$ cat src/hw/asp_pkg.sv
package asp_pkg;
  localparam int unsigned CLK_MHZ = 200;
  localparam logic [3:0] OVERSAMPLE = 4'hf + 4'h0;
  localparam logic [3:0] BIT_LAST = 4'hf;
  localparam logic [3:0] SAMPLE_A = 4'h7;
  localparam logic [3:0] SAMPLE_B = 4'h8;
  localparam logic [3:0] SAMPLE_C = 4'h9;
  localparam logic [3:0] FRAME_BITS_8 = 4'ha;
  localparam logic [3:0] FRAME_BITS_9 = 4'hb;
  localparam logic [3:0] DATA_BITS_8 = 4'h8;
  localparam logic [3:0] DATA_BITS_9 = 4'h9;
  localparam logic [7:0] IDLE_TICKS_8 = 8'h10 * 8'(FRAME_BITS_8);
  localparam logic [7:0] IDLE_TICKS_9 = 8'h10 * 8'(FRAME_BITS_9);
  localparam logic [3:0] PRESC_DIV0 = 4'h1;
  localparam logic [3:0] PRESC_DIV1 = 4'h3;
  localparam logic [3:0] PRESC_DIV2 = 4'h4;
  localparam logic [3:0] PRESC_DIV3 = 4'hd;
  localparam logic [31:0] OFF_BAUD = 32'h0000_0000;
  localparam logic [31:0] OFF_CTRL1 = 32'h0000_0004;
  localparam logic [31:0] OFF_CTRL2 = 32'h0000_0008;
  localparam logic [31:0] OFF_FLAGS = 32'h0000_000c;
  localparam logic [31:0] OFF_DATA = 32'h0000_0010;
  localparam int unsigned B_RATE = 0;
  localparam int unsigned B_PRESC = 4;
  localparam int unsigned C1_RX9 = 7;
  localparam int unsigned C1_TX9 = 6;
  localparam int unsigned C1_LEN9 = 4;
  localparam int unsigned C1_WAKE = 3;
  localparam int unsigned C2_TIE = 7;
  localparam int unsigned C2_TX_DONE_IRQ_EN = 6;
  localparam int unsigned C2_RIE = 5;
  localparam int unsigned C2_QUIET_LINE_IRQ_EN = 4;
  localparam int unsigned C2_TE = 3;
  localparam int unsigned C2_RE = 2;
  localparam int unsigned C2_RWU = 1;
  localparam int unsigned C2_SBK = 0;
  localparam int unsigned F_TX_EMPTY_FLAG = 7;
  localparam int unsigned F_TC = 6;
  localparam int unsigned F_RX_FULL_FLAG = 5;
  localparam int unsigned F_IDLE = 4;
  localparam int unsigned F_OVR = 3;
  localparam int unsigned F_NF = 2;
  localparam int unsigned F_FE = 1;
  localparam logic RST_TX_EMPTY_FLAG = 1'b1;
  localparam logic RST_TC = 1'b1;
  localparam logic RST_IDLE_ARMED = 1'b1;
  localparam logic RST_TXD = 1'b1;
  localparam logic [1:0] RESP_OKAY = 2'h0;
  localparam logic [1:0] RESP_SLVERR = 2'h2;
  typedef enum logic [1:0] {
    TX_IDLE = 2'h0, TX_DATA = 2'h1, TX_PRE = 2'h3, TX_BRK = 2'h2
  } asp_tx_e;
  typedef enum logic [1:0] {
    RX_IDLE = 2'h0, RX_START = 2'h1, RX_BITS = 2'h3
  } asp_rx_e;
endpackage

$ cat src/hw/asp_top.sv
// Register access over AXI4-Lite and the address map were chosen for this implementation.
`timescale 1ns/1ps
module asp_top
  import asp_pkg::*;
(
  input wire logic ref_clk,
  input wire logic resetn,
  input wire logic [31:0] s_axi_awaddr,
  input wire logic [2:0] s_axi_awprot,
  input wire logic s_axi_awvalid,
  output logic s_axi_awready,
  input wire logic [31:0] s_axi_wdata,
  input wire logic [3:0] s_axi_wstrb,
  input wire logic s_axi_wvalid,
  output logic s_axi_wready,
  output logic [1:0] s_axi_bresp,
  output logic s_axi_bvalid,
  input wire logic s_axi_bready,
  input wire logic [31:0] s_axi_araddr,
  input wire logic [2:0] s_axi_arprot,
  input wire logic s_axi_arvalid,
  output logic s_axi_arready,
  output logic [31:0] s_axi_rdata,
  output logic [1:0] s_axi_rresp,
  output logic s_axi_rvalid,
  input wire logic s_axi_rready,
  input wire logic rxd,
  output logic txd,
  output logic txd_oe,
  output logic irq
);
  typedef struct packed {
    logic aw_have;
    logic [31:0] awaddr;
    logic w_have;
    logic [7:0] wdata;
    logic wlane0;
    logic awready;
    logic wready;
    logic bvalid;
    logic [1:0] bresp;
    logic arready;
    logic rvalid;
    logic [7:0] rdata;
    logic [1:0] rresp;
    logic [1:0] presc;
    logic [2:0] rate;
    logic r8, t8, len9, wake;
    logic tx_empty_irq_en, tx_done_irq_en, rx_full_irq_en, quiet_line_irq_en, te, re, rx_sleep_bit, break_send;
    logic tx_empty_flag, tc, rx_full_flag, idle, ovr, nf, fe;
    logic [4:0] snap;
    logic tx_arm;
    logic [7:0] rx_hold;
    logic [7:0] tx_hold;
    logic [3:0] pcnt;
    logic [6:0] rcnt;
    asp_tx_e tst;
    logic te_d;
    logic [10:0] tshift;
    logic [3:0] tbit;
    logic [3:0] tsub;
    logic txd, txd_oe;
    asp_rx_e rxs;
    logic [3:0] rsub;
    logic [3:0] ridx;
    logic [8:0] rshift;
    logic [2:0] smp;
    logic rnoise;
    logic [7:0] ilc;
    logic idle_armed;
    logic irq;
  } asp_state_s;

  asp_state_s st_r;
  asp_state_s st_nxt;
  logic [3:0] presc_top;
  logic [6:0] rate_top;
  logic rt_tick;
  logic aw_go, w_go, wr_fire, rd_fire, cfg_wr;
  logic [31:0] wr_addr, rd_addr;
  logic [3:0] nbits, ndata;
  logic [7:0] idle_top;
  logic maj, nz;

  // divider chain: prescaler then power-of-two rate stage
  assign presc_top = (st_r.presc == 2'h0) ? PRESC_DIV0 - 4'h1 :
                     (st_r.presc == 2'h1) ? PRESC_DIV1 - 4'h1 :
                     (st_r.presc == 2'h2) ? PRESC_DIV2 - 4'h1 : PRESC_DIV3 - 4'h1;
  assign rate_top = 7'((8'h1 << st_r.rate) - 8'h1);
  assign rt_tick = (st_r.pcnt == presc_top) && (st_r.rcnt == rate_top);
  // bus handshakes and decoded addresses
  assign aw_go = s_axi_awvalid && st_r.awready;
  assign w_go = s_axi_wvalid && st_r.wready;
  assign wr_fire = st_r.aw_have && st_r.w_have && !st_r.bvalid;
  assign rd_fire = s_axi_arvalid && st_r.arready;
  assign wr_addr = {st_r.awaddr[31:2], 2'h0};
  assign rd_addr = {s_axi_araddr[31:2], 2'h0};
  assign cfg_wr = wr_fire && st_r.wlane0 && (wr_addr == OFF_BAUD);
  // frame shape follows the length select
  assign nbits = st_r.len9 ? FRAME_BITS_9 : FRAME_BITS_8;
  assign ndata = st_r.len9 ? DATA_BITS_9 : DATA_BITS_8;
  assign idle_top = st_r.len9 ? IDLE_TICKS_9 : IDLE_TICKS_8;
  // majority of three mid-bit samples; any disagreement is noise
  assign maj = (st_r.smp[0] & st_r.smp[1]) | (st_r.smp[0] & st_r.smp[2]) |
               (st_r.smp[1] & st_r.smp[2]);
  assign nz = !((&st_r.smp) || !(|st_r.smp));

  // next state of the whole block
  always_comb begin
    asp_state_s s;
    logic idle_hit;
    s = st_r;
    idle_hit = 1'b0;
    // write channel capture, address and data in either order
    if (aw_go) begin
      s.aw_have = 1'b1;
      s.awaddr = s_axi_awaddr;
    end
    if (w_go) begin
      s.w_have = 1'b1;
      s.wdata = s_axi_wdata[7:0];
      s.wlane0 = s_axi_wstrb[0];
    end
    if (st_r.bvalid && s_axi_bready) begin
      s.bvalid = 1'b0;
    end
    if (wr_fire) begin
      s.aw_have = 1'b0;
      s.w_have = 1'b0;
      s.bvalid = 1'b1;
      s.bresp = RESP_OKAY;
      case (wr_addr)
        OFF_BAUD: if (st_r.wlane0) begin
          s.presc = st_r.wdata[B_PRESC +: 2];
          s.rate = st_r.wdata[B_RATE +: 3];
        end
        OFF_CTRL1: if (st_r.wlane0) begin
          s.t8 = st_r.wdata[C1_TX9];
          s.len9 = st_r.wdata[C1_LEN9];
          s.wake = st_r.wdata[C1_WAKE];
        end
        OFF_CTRL2: if (st_r.wlane0) begin
          s.tx_empty_irq_en = st_r.wdata[C2_TIE];
          s.tx_done_irq_en = st_r.wdata[C2_TX_DONE_IRQ_EN];
          s.rx_full_irq_en = st_r.wdata[C2_RIE];
          s.quiet_line_irq_en = st_r.wdata[C2_QUIET_LINE_IRQ_EN];
          s.te = st_r.wdata[C2_TE];
          s.re = st_r.wdata[C2_RE];
          s.rx_sleep_bit = st_r.wdata[C2_RWU];
          s.break_send = st_r.wdata[C2_SBK];
        end
        OFF_FLAGS: ; // flags ignore writes
        OFF_DATA: if (st_r.wlane0) begin
          s.tx_hold = st_r.wdata;
          // without a prior status read the byte sits unsent
          if (st_r.tx_arm) begin
            s.tx_empty_flag = 1'b0;
            s.tc = 1'b0;
            s.tx_arm = 1'b0;
          end
        end
        default: s.bresp = RESP_SLVERR;
      endcase
    end
    // read channel; side effects happen at the address handshake
    if (st_r.rvalid && s_axi_rready) begin
      s.rvalid = 1'b0;
    end
    if (rd_fire) begin
      s.rvalid = 1'b1;
      s.rresp = RESP_OKAY;
      s.rdata = 8'h00;
      case (rd_addr)
        OFF_BAUD: begin
          s.rdata[B_PRESC +: 2] = st_r.presc;
          s.rdata[B_RATE +: 3] = st_r.rate;
        end
        OFF_CTRL1: begin
          s.rdata[C1_RX9] = st_r.r8;
          s.rdata[C1_TX9] = st_r.t8;
          s.rdata[C1_LEN9] = st_r.len9;
          s.rdata[C1_WAKE] = st_r.wake;
        end
        OFF_CTRL2: begin
          s.rdata = {st_r.tx_empty_irq_en, st_r.tx_done_irq_en, st_r.rx_full_irq_en, st_r.quiet_line_irq_en,
                     st_r.te, st_r.re, st_r.rx_sleep_bit, st_r.break_send};
        end
        OFF_FLAGS: begin
          s.rdata[F_TX_EMPTY_FLAG] = st_r.tx_empty_flag;
          s.rdata[F_TC] = st_r.tc;
          s.rdata[F_RX_FULL_FLAG] = st_r.rx_full_flag;
          s.rdata[F_IDLE] = st_r.idle;
          s.rdata[F_OVR] = st_r.ovr;
          s.rdata[F_NF] = st_r.nf;
          s.rdata[F_FE] = st_r.fe;
          s.snap = {st_r.rx_full_flag, st_r.idle, st_r.ovr, st_r.nf, st_r.fe};
          s.tx_arm = 1'b1;
        end
        OFF_DATA: begin
          s.rdata = st_r.rx_hold;
          // only flags seen at the status read are dropped
          s.rx_full_flag = st_r.rx_full_flag & ~st_r.snap[4];
          s.idle = st_r.idle & ~st_r.snap[3];
          s.ovr = st_r.ovr & ~st_r.snap[2];
          s.nf = st_r.nf & ~st_r.snap[1];
          s.fe = st_r.fe & ~st_r.snap[0];
          s.snap = 5'h00;
        end
        default: s.rresp = RESP_SLVERR;
      endcase
    end
    s.awready = !s.aw_have;
    s.wready = !s.w_have;
    s.arready = !s.rvalid;

    // baud chain; >= copes with a ratio shrunk mid-count
    if (st_r.pcnt >= presc_top) begin
      s.pcnt = 4'h0;
      s.rcnt = (st_r.rcnt >= rate_top) ? 7'h00 : st_r.rcnt + 7'h01;
    end else begin
      s.pcnt = st_r.pcnt + 4'h1;
    end

    // transmitter
    s.te_d = st_r.te;
    if (st_r.te && !st_r.te_d && st_r.tst == TX_IDLE) begin
      s.tst = TX_PRE;
      s.tbit = 4'h0;
      s.tsub = 4'h0;
      s.tc = 1'b0;
    end else if (rt_tick) begin
      unique case (st_r.tst)
        TX_IDLE: if (st_r.te) begin
          if (st_r.break_send) begin
            s.tst = TX_BRK;
            s.tc = 1'b0;
            s.tbit = 4'h0;
            s.tsub = 4'h0;
          end else if (!st_r.tx_empty_flag) begin
            // start bit in bit 0, stop bit last
            s.tshift = {1'b1, st_r.len9 ? st_r.t8 : 1'b1, st_r.tx_hold, 1'b0};
            s.tst = TX_DATA;
            s.tx_empty_flag = 1'b1;
            s.tc = 1'b0;
            s.tbit = 4'h0;
            s.tsub = 4'h0;
          end
        end
        TX_DATA, TX_PRE, TX_BRK: begin
          s.tsub = st_r.tsub + 4'h1;
          if (st_r.tsub == BIT_LAST) begin
            s.tbit = st_r.tbit + 4'h1;
            if (st_r.tst == TX_DATA) begin
              s.tshift = {1'b1, st_r.tshift[10:1]};
            end
            if (st_r.tbit == nbits - 4'h1) begin
              s.tbit = 4'h0;
              // a held break repeats frame after frame
              if (st_r.tst == TX_BRK && st_r.break_send) begin
                s.tst = TX_BRK;
              end else begin
                s.tst = TX_IDLE;
                if (st_r.tx_empty_flag) begin
                  s.tc = 1'b1;
                end
              end
            end
          end
        end
      endcase
    end
    s.txd = (s.tst == TX_DATA) ? s.tshift[0] : (s.tst != TX_BRK);
    s.txd_oe = s.te || (s.tst != TX_IDLE);

    // receiver
    if (!st_r.re) begin
      s.rxs = RX_IDLE;
      s.rsub = 4'h0;
      s.ilc = 8'h00;
    end else if (rt_tick) begin
      unique case (st_r.rxs)
        RX_IDLE: begin
          if (!rxd) begin
            s.rxs = RX_START;
            s.rsub = 4'h0;
            s.rnoise = 1'b0;
            s.ilc = 8'h00;
          end else if (st_r.ilc != idle_top) begin
            s.ilc = st_r.ilc + 8'h01;
            idle_hit = (st_r.ilc == idle_top - 8'h01);
          end
        end
        RX_START, RX_BITS: begin
          s.rsub = st_r.rsub + 4'h1;
          if (st_r.rsub == SAMPLE_A) s.smp[0] = rxd;
          if (st_r.rsub == SAMPLE_B) s.smp[1] = rxd;
          if (st_r.rsub == SAMPLE_C) s.smp[2] = rxd;
          if (st_r.rsub == BIT_LAST) begin
            s.rnoise = st_r.rnoise | nz;
            if (st_r.rxs == RX_START) begin
              // a start that votes high was a glitch
              s.rxs = maj ? RX_IDLE : RX_BITS;
              s.ridx = 4'h0;
            end else if (st_r.ridx < ndata) begin
              s.rshift[st_r.ridx] = maj;
              s.ridx = st_r.ridx + 4'h1;
              if (st_r.ridx == ndata - 4'h1 && maj && st_r.wake && st_r.rx_sleep_bit) begin
                s.rx_sleep_bit = 1'b0;
              end
            end else begin
              s.rxs = RX_IDLE;
              // inhibit uses the old sleep bit so a same-cycle write cannot leak
              if (!st_r.rx_sleep_bit) begin
                if (s.rx_full_flag) begin
                  s.ovr = 1'b1;
                end else if (!s.ovr && !s.fe) begin
                  s.rx_hold = st_r.rshift[7:0];
                  if (st_r.len9) s.r8 = st_r.rshift[8];
                  s.rx_full_flag = 1'b1;
                  s.nf = st_r.rnoise | nz;
                  s.fe = !maj;
                  s.idle_armed = 1'b1;
                end
              end
            end
          end
        end
        default: s.rxs = RX_IDLE;
      endcase
    end
    if (idle_hit) begin
      if (st_r.rx_sleep_bit && !st_r.wake) begin
        s.rx_sleep_bit = 1'b0;
      end else if (!st_r.rx_sleep_bit && st_r.idle_armed) begin
        s.idle = 1'b1;
        s.idle_armed = 1'b0;
      end
    end

    s.irq = (s.tx_empty_irq_en && s.tx_empty_flag) || (s.tx_done_irq_en && s.tc) ||
            (s.rx_full_irq_en && (s.rx_full_flag || s.ovr)) || (s.quiet_line_irq_en && s.idle);

    // holding registers ride through reset untouched
    if (!resetn) begin
      s = '0;
      s.tx_hold = st_r.tx_hold;
      s.rx_hold = st_r.rx_hold;
      s.tx_empty_flag = RST_TX_EMPTY_FLAG;
      s.tc = RST_TC;
      s.idle_armed = RST_IDLE_ARMED;
      s.txd = RST_TXD;
    end
    st_nxt = s;
  end

  // single state register
  always_ff @(posedge ref_clk) begin
    st_r <= st_nxt;
  end

  assign s_axi_awready = st_r.awready;
  assign s_axi_wready = st_r.wready;
  assign s_axi_bresp = st_r.bresp;
  assign s_axi_bvalid = st_r.bvalid;
  assign s_axi_arready = st_r.arready;
  assign s_axi_rdata = {24'h000000, st_r.rdata};
  assign s_axi_rresp = st_r.rresp;
  assign s_axi_rvalid = st_r.rvalid;
  assign txd = st_r.txd;
  assign txd_oe = st_r.txd_oe;
  assign irq = st_r.irq;
endmodule

$ cat config.mk
export PLATFORM = sky130hd
export DESIGN_NAME = asp_top
export DESIGN_NICKNAME = d
export VERILOG_FILES = /design/src/hw/asp_pkg.sv /design/src/hw/asp_top.sv
export SDC_FILE = /design/constraint.sdc
export NUM_CORES = 1
export LEC_CHECK = 0
export ABC_CLOCK_PERIOD_IN_PS = 8100
export BUFFER_PORTS_ARGS = -buffer_cell sky130_fd_sc_hd__buf_4
export CORE_ASPECT_RATIO = 0.8
export CORE_MARGIN = 2
export CORE_UTILIZATION = 55
export DETAILED_ROUTE_END_ITERATION = 12
export PLACE_DENSITY = 0.8
export RECOVER_POWER = 50
export SYNTH_ARGS = -nofsm -noshare
export SYNTH_HDL_FRONTEND = slang
export SYNTH_SLANG_ARGS = --single-unit
$ cat constraint.sdc
create_clock -name ref_clk -period 8.1 [get_ports ref_clk]
set_clock_uncertainty 0.1 [all_clocks]
set_input_delay 0 -clock ref_clk [delete_from_list [all_inputs] [get_ports ref_clk]]
set_output_delay 0 -clock ref_clk [all_outputs]
set_load 0.1 [all_outputs]
Yosys cells after proc, flatten, opt, wreduce, memory -nomap -nowiden
Index checks and enable logic that the tools add are counted.
Widths: inputs -> output; s select.
Storage, ports and cells
  flip-flop bits (word level): 174
  bits in latches: 0
  memory bits (writable): 0
  bits in read-only memories: 0
  input port bits: 114
  logic and storage cells: 349
  memories kept: 0
Cells by class
  $add $sub $neg: 11
  multipliers: 0
  divide/modulo/power cells: 0
  $lt $le $gt $ge: 5
  equality and inequality tests: 38
  shift operators: 1
  multiplexer cells: 135
  bitwise logic cells: 22
  reductions and logical operators: 78
Operators by type and width (count)
  $eq 30x2->1 const B: 4
  $logic_not 32->1: 2
  $mux 1: 64
  $eq 30x1->1 const B: 2
  $eq 30x3->1 const B: 2
  $mux 11: 4
  $mux 2: 22
  $mux 8: 5
  $mux 19: 2
  $pmux 19 s2: 1
  $mux 33: 1
  $mux 3: 8
  $reduce_and 4->1: 6
  $logic_and 1x1->1: 22
  $reduce_and 3->1: 7
  $add 4x1->4 const B: 5
  $mux 10: 2
  $mux 4: 5
  $reduce_and 10->1: 2
  $eq 4x4->1 const B: 4
  $ne 2x2->1 const B: 8
  $pmux 2 s4: 2
  $mux 15: 1
  $mux 13: 1
  other kinds (47): 108

Depth between registers and ports, before layout
Gate-level depths: netlist of the first run.
  word-level depth: 20
  gate-level depth with buffers: 11
  mapped depth without buffers: 10

Least setup slack after synthesis of the first run
Ideal clock, no wire load.
  kind: reg-to-reg
  start: reg st_r[111] (netlist name)
  end: reg st_r[76] (netlist name) (enable)
  arrival time: 3.101 ns
  required time: 7.602 ns
  path slack: 4.501 ns
  stages on the path, launching flop included: 9
  path buffers: 2
  clock period less this slack: 3.599 ns
  cell sequence: dfxtp_1 > or3_1 > ha_1 > nand4_1 > nor4_4 > buf_2 > buf_1 > nand3_1 > nor4b_1
On the way
  word-level cells in the longest chain between the ends: 5
Ends and longest elaborated chain
  from (decl): RTL line asp_top.sv:74  | asp_state_s st_r;
  from (signal assigned): RTL line asp_top.sv:358  | st_r <= st_nxt;
  $shl 1x3->7: RTL line asp_top.sv:89  | assign rate_top = 7'((8'h1 << st_r.rate) - 8'h1);
  $sub 7x1->7: RTL line asp_top.sv:89
  $eq 7x7->1: RTL line asp_top.sv:90  | assign rt_tick = (st_r.pcnt == presc_top) && (st_r.rcnt == rate_top);
  $logic_and 1x1->1: RTL line asp_top.sv:90
  $reduce_and 10->1 (no source line)
No other way between the ends.
A chain may end at the register's enable or synchronous reset.

==> metrics.txt, run 1 <==
WL per Instance 15.5 um; highest net fanout along the worst path 52; Finished Core Util 67.0%; Adder-Cell Fraction of Synth Area 4.38%; Pins Over Slew Limit 133; Placer Congestion 0.821; DR pass1 iterations 6; Synth Register Bits 170; Crit. End Element flip-flop; die span in y 111 um; Area Overhead vs Synth 20.0%; first-pass GRT wire length 31.0 mm; cell count after synthesis 907; worst-margin pin slew 2140 ps; Top reg by flops st_r; diode count 0; Layout Nets 1160; mux cell area share after synthesis 4.92%; status finished with violations; critical path required time 8290 ps; pwr/cell area 193 nW/um2; Cell variety after synth 67; fraction of layout cells with a size suffix above 1 12.7%; vias after detailed routing 6806; Bufs and invs on worst path 4; final worst-path cycle share 57.7%; Die ar. 15400 um2; CORE AREA 14200 um2; Slew HR -43.0%; DP HPWL 12.4 mm; Yosys top cell area share 38.9%; register area share after synthesis 44.9%; most frequent cell on the critical path clkbuf_1; CTS tree yes; area of the mapped netlist 7930 um2; vias per cell 5.60; initial drt markers 461; vias in the first global route 6402; Sink Count 170; fmax 214 MHz; Post-Synth Simple-Gate Area 23.6%; highest-delay cell along the critical path clkbuf_1; worst hold path class input port to flip-flop; antenna violations before repair 0; R2R setup slack 4750 ps; startpoint types input port; CTS buffer count 17; failing checks capacitance limit, slew limit; GRT Total Usage 24.5%; Reg clk slew, reported paths 70 ps; largest net degree at the start of global routing 53; FILL cells 1136; ANT nets after route 0; number of synthesized flops with an enable pin 16; CP delay by family, top buffers and inverters; Synth Area in Compound Gates 13.3%; Port-buffer cells 94; maximum clock path buffer count 2; Synth Area in XOR/XNOR 2.32%; clk_lat worst skew 430 ps; Synth area leaders dfxtp_1, nand2_1, edfxtp_1; Synth Warn # 0; Setup TNS Final 0 ps; largest family of logic cells by synthesized area simple AND/OR/NAND/NOR gates; Post-CTS Setup Repair Bufs 0; Post-Route WL 18.9 mm; Final min period 4670 ps; Starting Density 55.9%; row cnt 39; max-cap viol count 3; syn avg cell area 8.75 um2; Static Leak 3.55 nW; Hold Violations, Final 0; CTS root buf clkbuf_16; cts repair resizes 0; main flop type after synthesis dfxtp_1; top cells by count, synth dfxtp_1, nand2_1, nor2_1; worst vdd ir 0.000163 V; cell with the most instances after synthesis dfxtp_1; CTS HTree Levels 4; max reg flops 143; worst setup path class input port to flip-flop; grt total ovfl 0; Post-synth ARST share 0%; RSZ-0062 raised after global routing no; Die Wd 138 um; cell taking the most area after synthesis dfxtp_1; # IOs 158; Worst EP arrival 4870 ps; DR DRC count 0; Post-CTS Hold Fix Bufs 46; # setup viols final 0; crit path cell chain dlygate4sd3_1, clkbuf_1, inv_1, clkbuf_1, nor2_1, o21a_1, a221o_1; slowest stage delay, CP 1610 ps
## path summary, 6_finish.rpt
check,depth (start not counted),endpoint,startpoint
worst max-delay path,7,irq,resetn
worst min-delay path,5,s_axi_rdata[4],s_axi_araddr[4]
worst max register to register,9,flip-flop,st_r[111]
worst min register to register,0,st_r[76],flip-flop
## metrics by stage
step	std cells	total power, mW	setup WS (ps)	instance area [um2]	hold WS, ps
global placement	1138	1.05	4950	8570	148
detailed placement	1138	1.05	4910	8570	155
global route	1216	1.89	3100	9520	39.5
floorplan	932	1.02	4500	8030	36.0
CTS	1216	1.84	4860	9600	2.65
finish	1216	1.83	3430	9520	24.9
## report_power, final
part | switching (mW) | total (mW) | internal (mW)
Clock | 0.353 | 0.782 | 0.429
Sequential | 0.0114 | 0.872 | 0.860
Combinational | 0.126 | 0.180 | 0.0543
Total | 0.490 | 1.83 | 1.34
## layer usage
layer	GRT usage (%)	up-vias	part of all wire, %
met1	32.8	3262	46
met2	40.7	181	48
met5	0	-	0
met4	7.48	0	1.8
li1	-	3333	-
met3	4.56	30	4.4
## cell families after synthesis
logic type               Yosys count
buffers and inverters             99
AO/OA/AOI/OAI                    165
other                              1
adder cells (fa/ha/maj)           28
XOR/XNOR                          21
AND/OR/NAND/NOR                  386
flip-flops                       170
multiplexers                      37
## cells in the final DEF (no fill, tap or decap), drive strengths merged, types with 17 or more instances in the layout
cell	instances
conb	26
nand4	17
mux2i	30
o21ai	27
nand3	26
a21oi	67
dlygate4sd3	46
inv	27
clkbuf	38
nand2	131
dfxtp	154
a22oi	18
nor2	112
nor4	20
ha	27
buf	78
## final cells by class
type	count	area [um2]	share of cell area [%]
flip-flops and latches	170	3560	37.4
clock inverters	15	140	1.47
multi-input cells	663	3950	41.5
inverters	22	82.6	0.868
repair buffers	145	1120	11.8
clock buffers	17	425	4.47
well taps	184	230	2.42
## worst min-delay path, cell delays in order
cell and delay (ps):
buf_4 80, nand4b_1 140, nor2_1 50, a22oi_1 130
a21oi_1 90
No activity file was read; power rests on OpenSTA's default activity.
==> run 2, diff against run 1 <==
--- a/config.mk
+++ b/config.mk
@@ -5,13 +5,13 @@
 export SDC_FILE = /design/constraint.sdc
 export NUM_CORES = 1
 export LEC_CHECK = 0
-export ABC_CLOCK_PERIOD_IN_PS = 8100
+export ABC_CLOCK_PERIOD_IN_PS = 4019
 export BUFFER_PORTS_ARGS = -buffer_cell sky130_fd_sc_hd__buf_4
 export CORE_ASPECT_RATIO = 0.8
 export CORE_MARGIN = 2
-export CORE_UTILIZATION = 55
+export CORE_UTILIZATION = 50
 export DETAILED_ROUTE_END_ITERATION = 12
-export PLACE_DENSITY = 0.8
+export PLACE_DENSITY = 0.76
 export RECOVER_POWER = 50
 export SYNTH_ARGS = -nofsm -noshare
 export SYNTH_HDL_FRONTEND = slang
==> constraint.sdc (replaced) <==
create_clock -name ref_clk -period 4.02 [get_ports ref_clk]
set_clock_uncertainty 0.1 [all_clocks]
set_input_delay 0 -clock ref_clk [delete_from_list [all_inputs] [get_ports ref_clk]]
set_output_delay 0 -clock ref_clk [all_outputs]
set_load 0.1 [all_outputs]
==> metrics.txt, run 2 (synthesis gave the netlist of run 1 again) <==
CTS buffer count 17 (unchanged); worst vdd ir 0.000330 V (+100%); pwr/cell area 389 nW/um2 (+100%); highest-delay cell along the critical path clkbuf_1; GRT Total Usage 21.3% (-3.2 points); startpoint types input port; clk_lat worst skew 420 ps (about the same); Post-Route WL 18.2 mm (-3.5%); Sink Count 170 (unchanged); die span in y 117 um (+4.7%); vias in the first global route 5981 (-6.6%); DR DRC count 0 (unchanged); initial drt markers 532 (+15%); CTS HTree Levels 4 (unchanged); Worst EP arrival 3540 ps (-1330 ps); Place WS 1030 ps (-3880 ps); Die ar. 16900 um2 (+9.7%); highest net fanout along the worst path 52 (unchanged); commonest non-fill, non-tap cell in the layout dfxtp_1; critical path required time 4230 ps (-4060 ps); DR pass1 iterations 6 (unchanged); DP HPWL 12.1 mm (-2.6%); maximum clock path buffer count 2 (unchanged); slowest stage delay, CP 1110 ps (-500 ps); CORE AREA 15600 um2 (+10%); # IOs 158 (unchanged); RSZ-0062 raised after global routing no; Port-buffer cells 94 (unchanged); crit path cell chain dlygate4sd3_1, clkbuf_1, inv_2, clkbuf_2, a211oi_1; ANT nets after route 0 (unchanged); fmax 300 MHz; Post-CTS Setup Repair Bufs 0 (unchanged); Slew HR -9.19% (+34 points); # setup viols final 0 (unchanged); vias after detailed routing 6727 (-1.2%); Layout Nets 1161 (+0.086%); cts repair resizes 0 (unchanged); max-cap viol count 2 (-1); cell count of the worst reg-to-reg path 9 (unchanged); antenna violations before repair 0 (unchanged); Die Wd 145 um (+4.7%); CTS tree yes; row cnt 41 (+5.1%); worst setup path class input port to flip-flop; Pins Over Slew Limit 61 (-54%); vias per cell 5.39 (-3.7%); CTS root buf clkbuf_16; Reg clk slew, reported paths 70 ps (about the same); largest net degree at the start of global routing 53 (unchanged); Bufs and invs on worst path 4 (unchanged); FILL cells 1308 (+15%); Top reg by flops st_r; most frequent cells in the layout dfxtp_1, nand2_1, nor2_1; Area Overhead vs Synth 20.6%; Setup WS post-layout 691 ps (-2740 ps); CP delay by family, top buffers and inverters; failing checks capacitance limit, slew limit; fraction of layout cells with a size suffix above 1 13.3% (+0.57 points); Final min period 3330 ps; final worst-path cycle share 82.8%; Crit path depth 5 (-2); Setup TNS Final 0 ps (unchanged); Hold Path Depth 3 (-2); Hold Violations, Final 0 (unchanged); grt total ovfl 0 (unchanged); first-pass GRT wire length 28.7 mm (-7.3%); Hold WS 16.7 ps (-8.14 ps); worst-margin pin slew 1640 ps (-507 ps); Static Leak 3.57 nW (+0.43%); worst hold path class input port to flip-flop; max reg flops 143 (unchanged); status finished with violations; Placer Congestion 0.833 (+1.4%); Starting Density 50.7% (-5.2 points); diode count 0 (unchanged); Crit. End Element flip-flop; WL per Instance 14.6 um (-6.0%)
==> run 2: cell types whose count changed in the layout (fill, tap and decap cells not counted), moves of 2 or more <==
cell / before / now
buf_4: 78 / 80
clkinv_1: 2 / 0
clkinv_4: 5 / 1
inv_6: 4 / 6
inv_8: 1 / 3
==> run 2: through the flow <==
step	total power, mW	cells	instance area, um2	utilization, %
6_report	3.72	1248	9570	61.2
5_1_grt	3.84	1248	9570	61.2
4_1_cts	3.74	1248	9650	61.7
3_5_place_dp	2.12	1171	8620	55.1
3_3_place_gp	2.12	1171	8620	55.1
2_1_floorplan	2.05	932	8030	-
==> run 2: final cells by class <==
| class | count | area (um2) | share of cell area (%) |
|---|---|---|---|
| flip-flops and latches | 170 | 3560 | 37.2 |
| clock buffers | 17 | 425 | 4.44 |
| inverters | 22 | 82.6 | 0.863 |
| clock inverters | 15 | 149 | 1.56 |
| well taps | 215 | 269 | 2.81 |
| multi-input cells | 663 | 3950 | 41.3 |
| repair buffers | 146 | 1130 | 11.8 |
==> run 2: where the power goes <==
part / internal, mW / switching, mW / total (mW) / leakage [nW]
sequential: 1.73 / 0.0235 / 1.76 / 1.39
clock: 0.877 / 0.731 / 1.61 / 0.286
combinational: 0.109 / 0.251 / 0.360 / 1.89
==> run 2: tightest hold or removal path, delay by kind of cell <==
| family | cells | cell delay [ps] |
|---|---|---|
| buffers and inverters | 1 | 80 |
| AO/OA/AOI/OAI | 1 | 200 |
| AND/OR/NAND/NOR | 1 | 220 |
==> run 2: worst paths after layout <==
check | startpoint | to | slack [ps]
setup / recovery | resetn | st_r[51] | 690
setup reg to reg | st_r[111] | txd_oe | 1000
hold / removal | s_axi_arvalid | s_axi_rvalid | 20
hold reg to reg | flip-flop | st_r[78] | 330
==> run 2: repair_timing <==
item | 4_1_cts | 5_1_grt
endpoints found under the hold margin | 78 | 0
setup endpoints to repair | 0 | 0
hold buffers | 45 | 0
==> run 2: layer usage <==
metal	part of all wire [%]	vias to the layer above	global-route usage, %
li1	-	3343	-
met1	47	3145	29.3
met2	46	208	33.8
met3	5.4	31	4.26
met4	1.7	0	6.86
met5	0	-	0
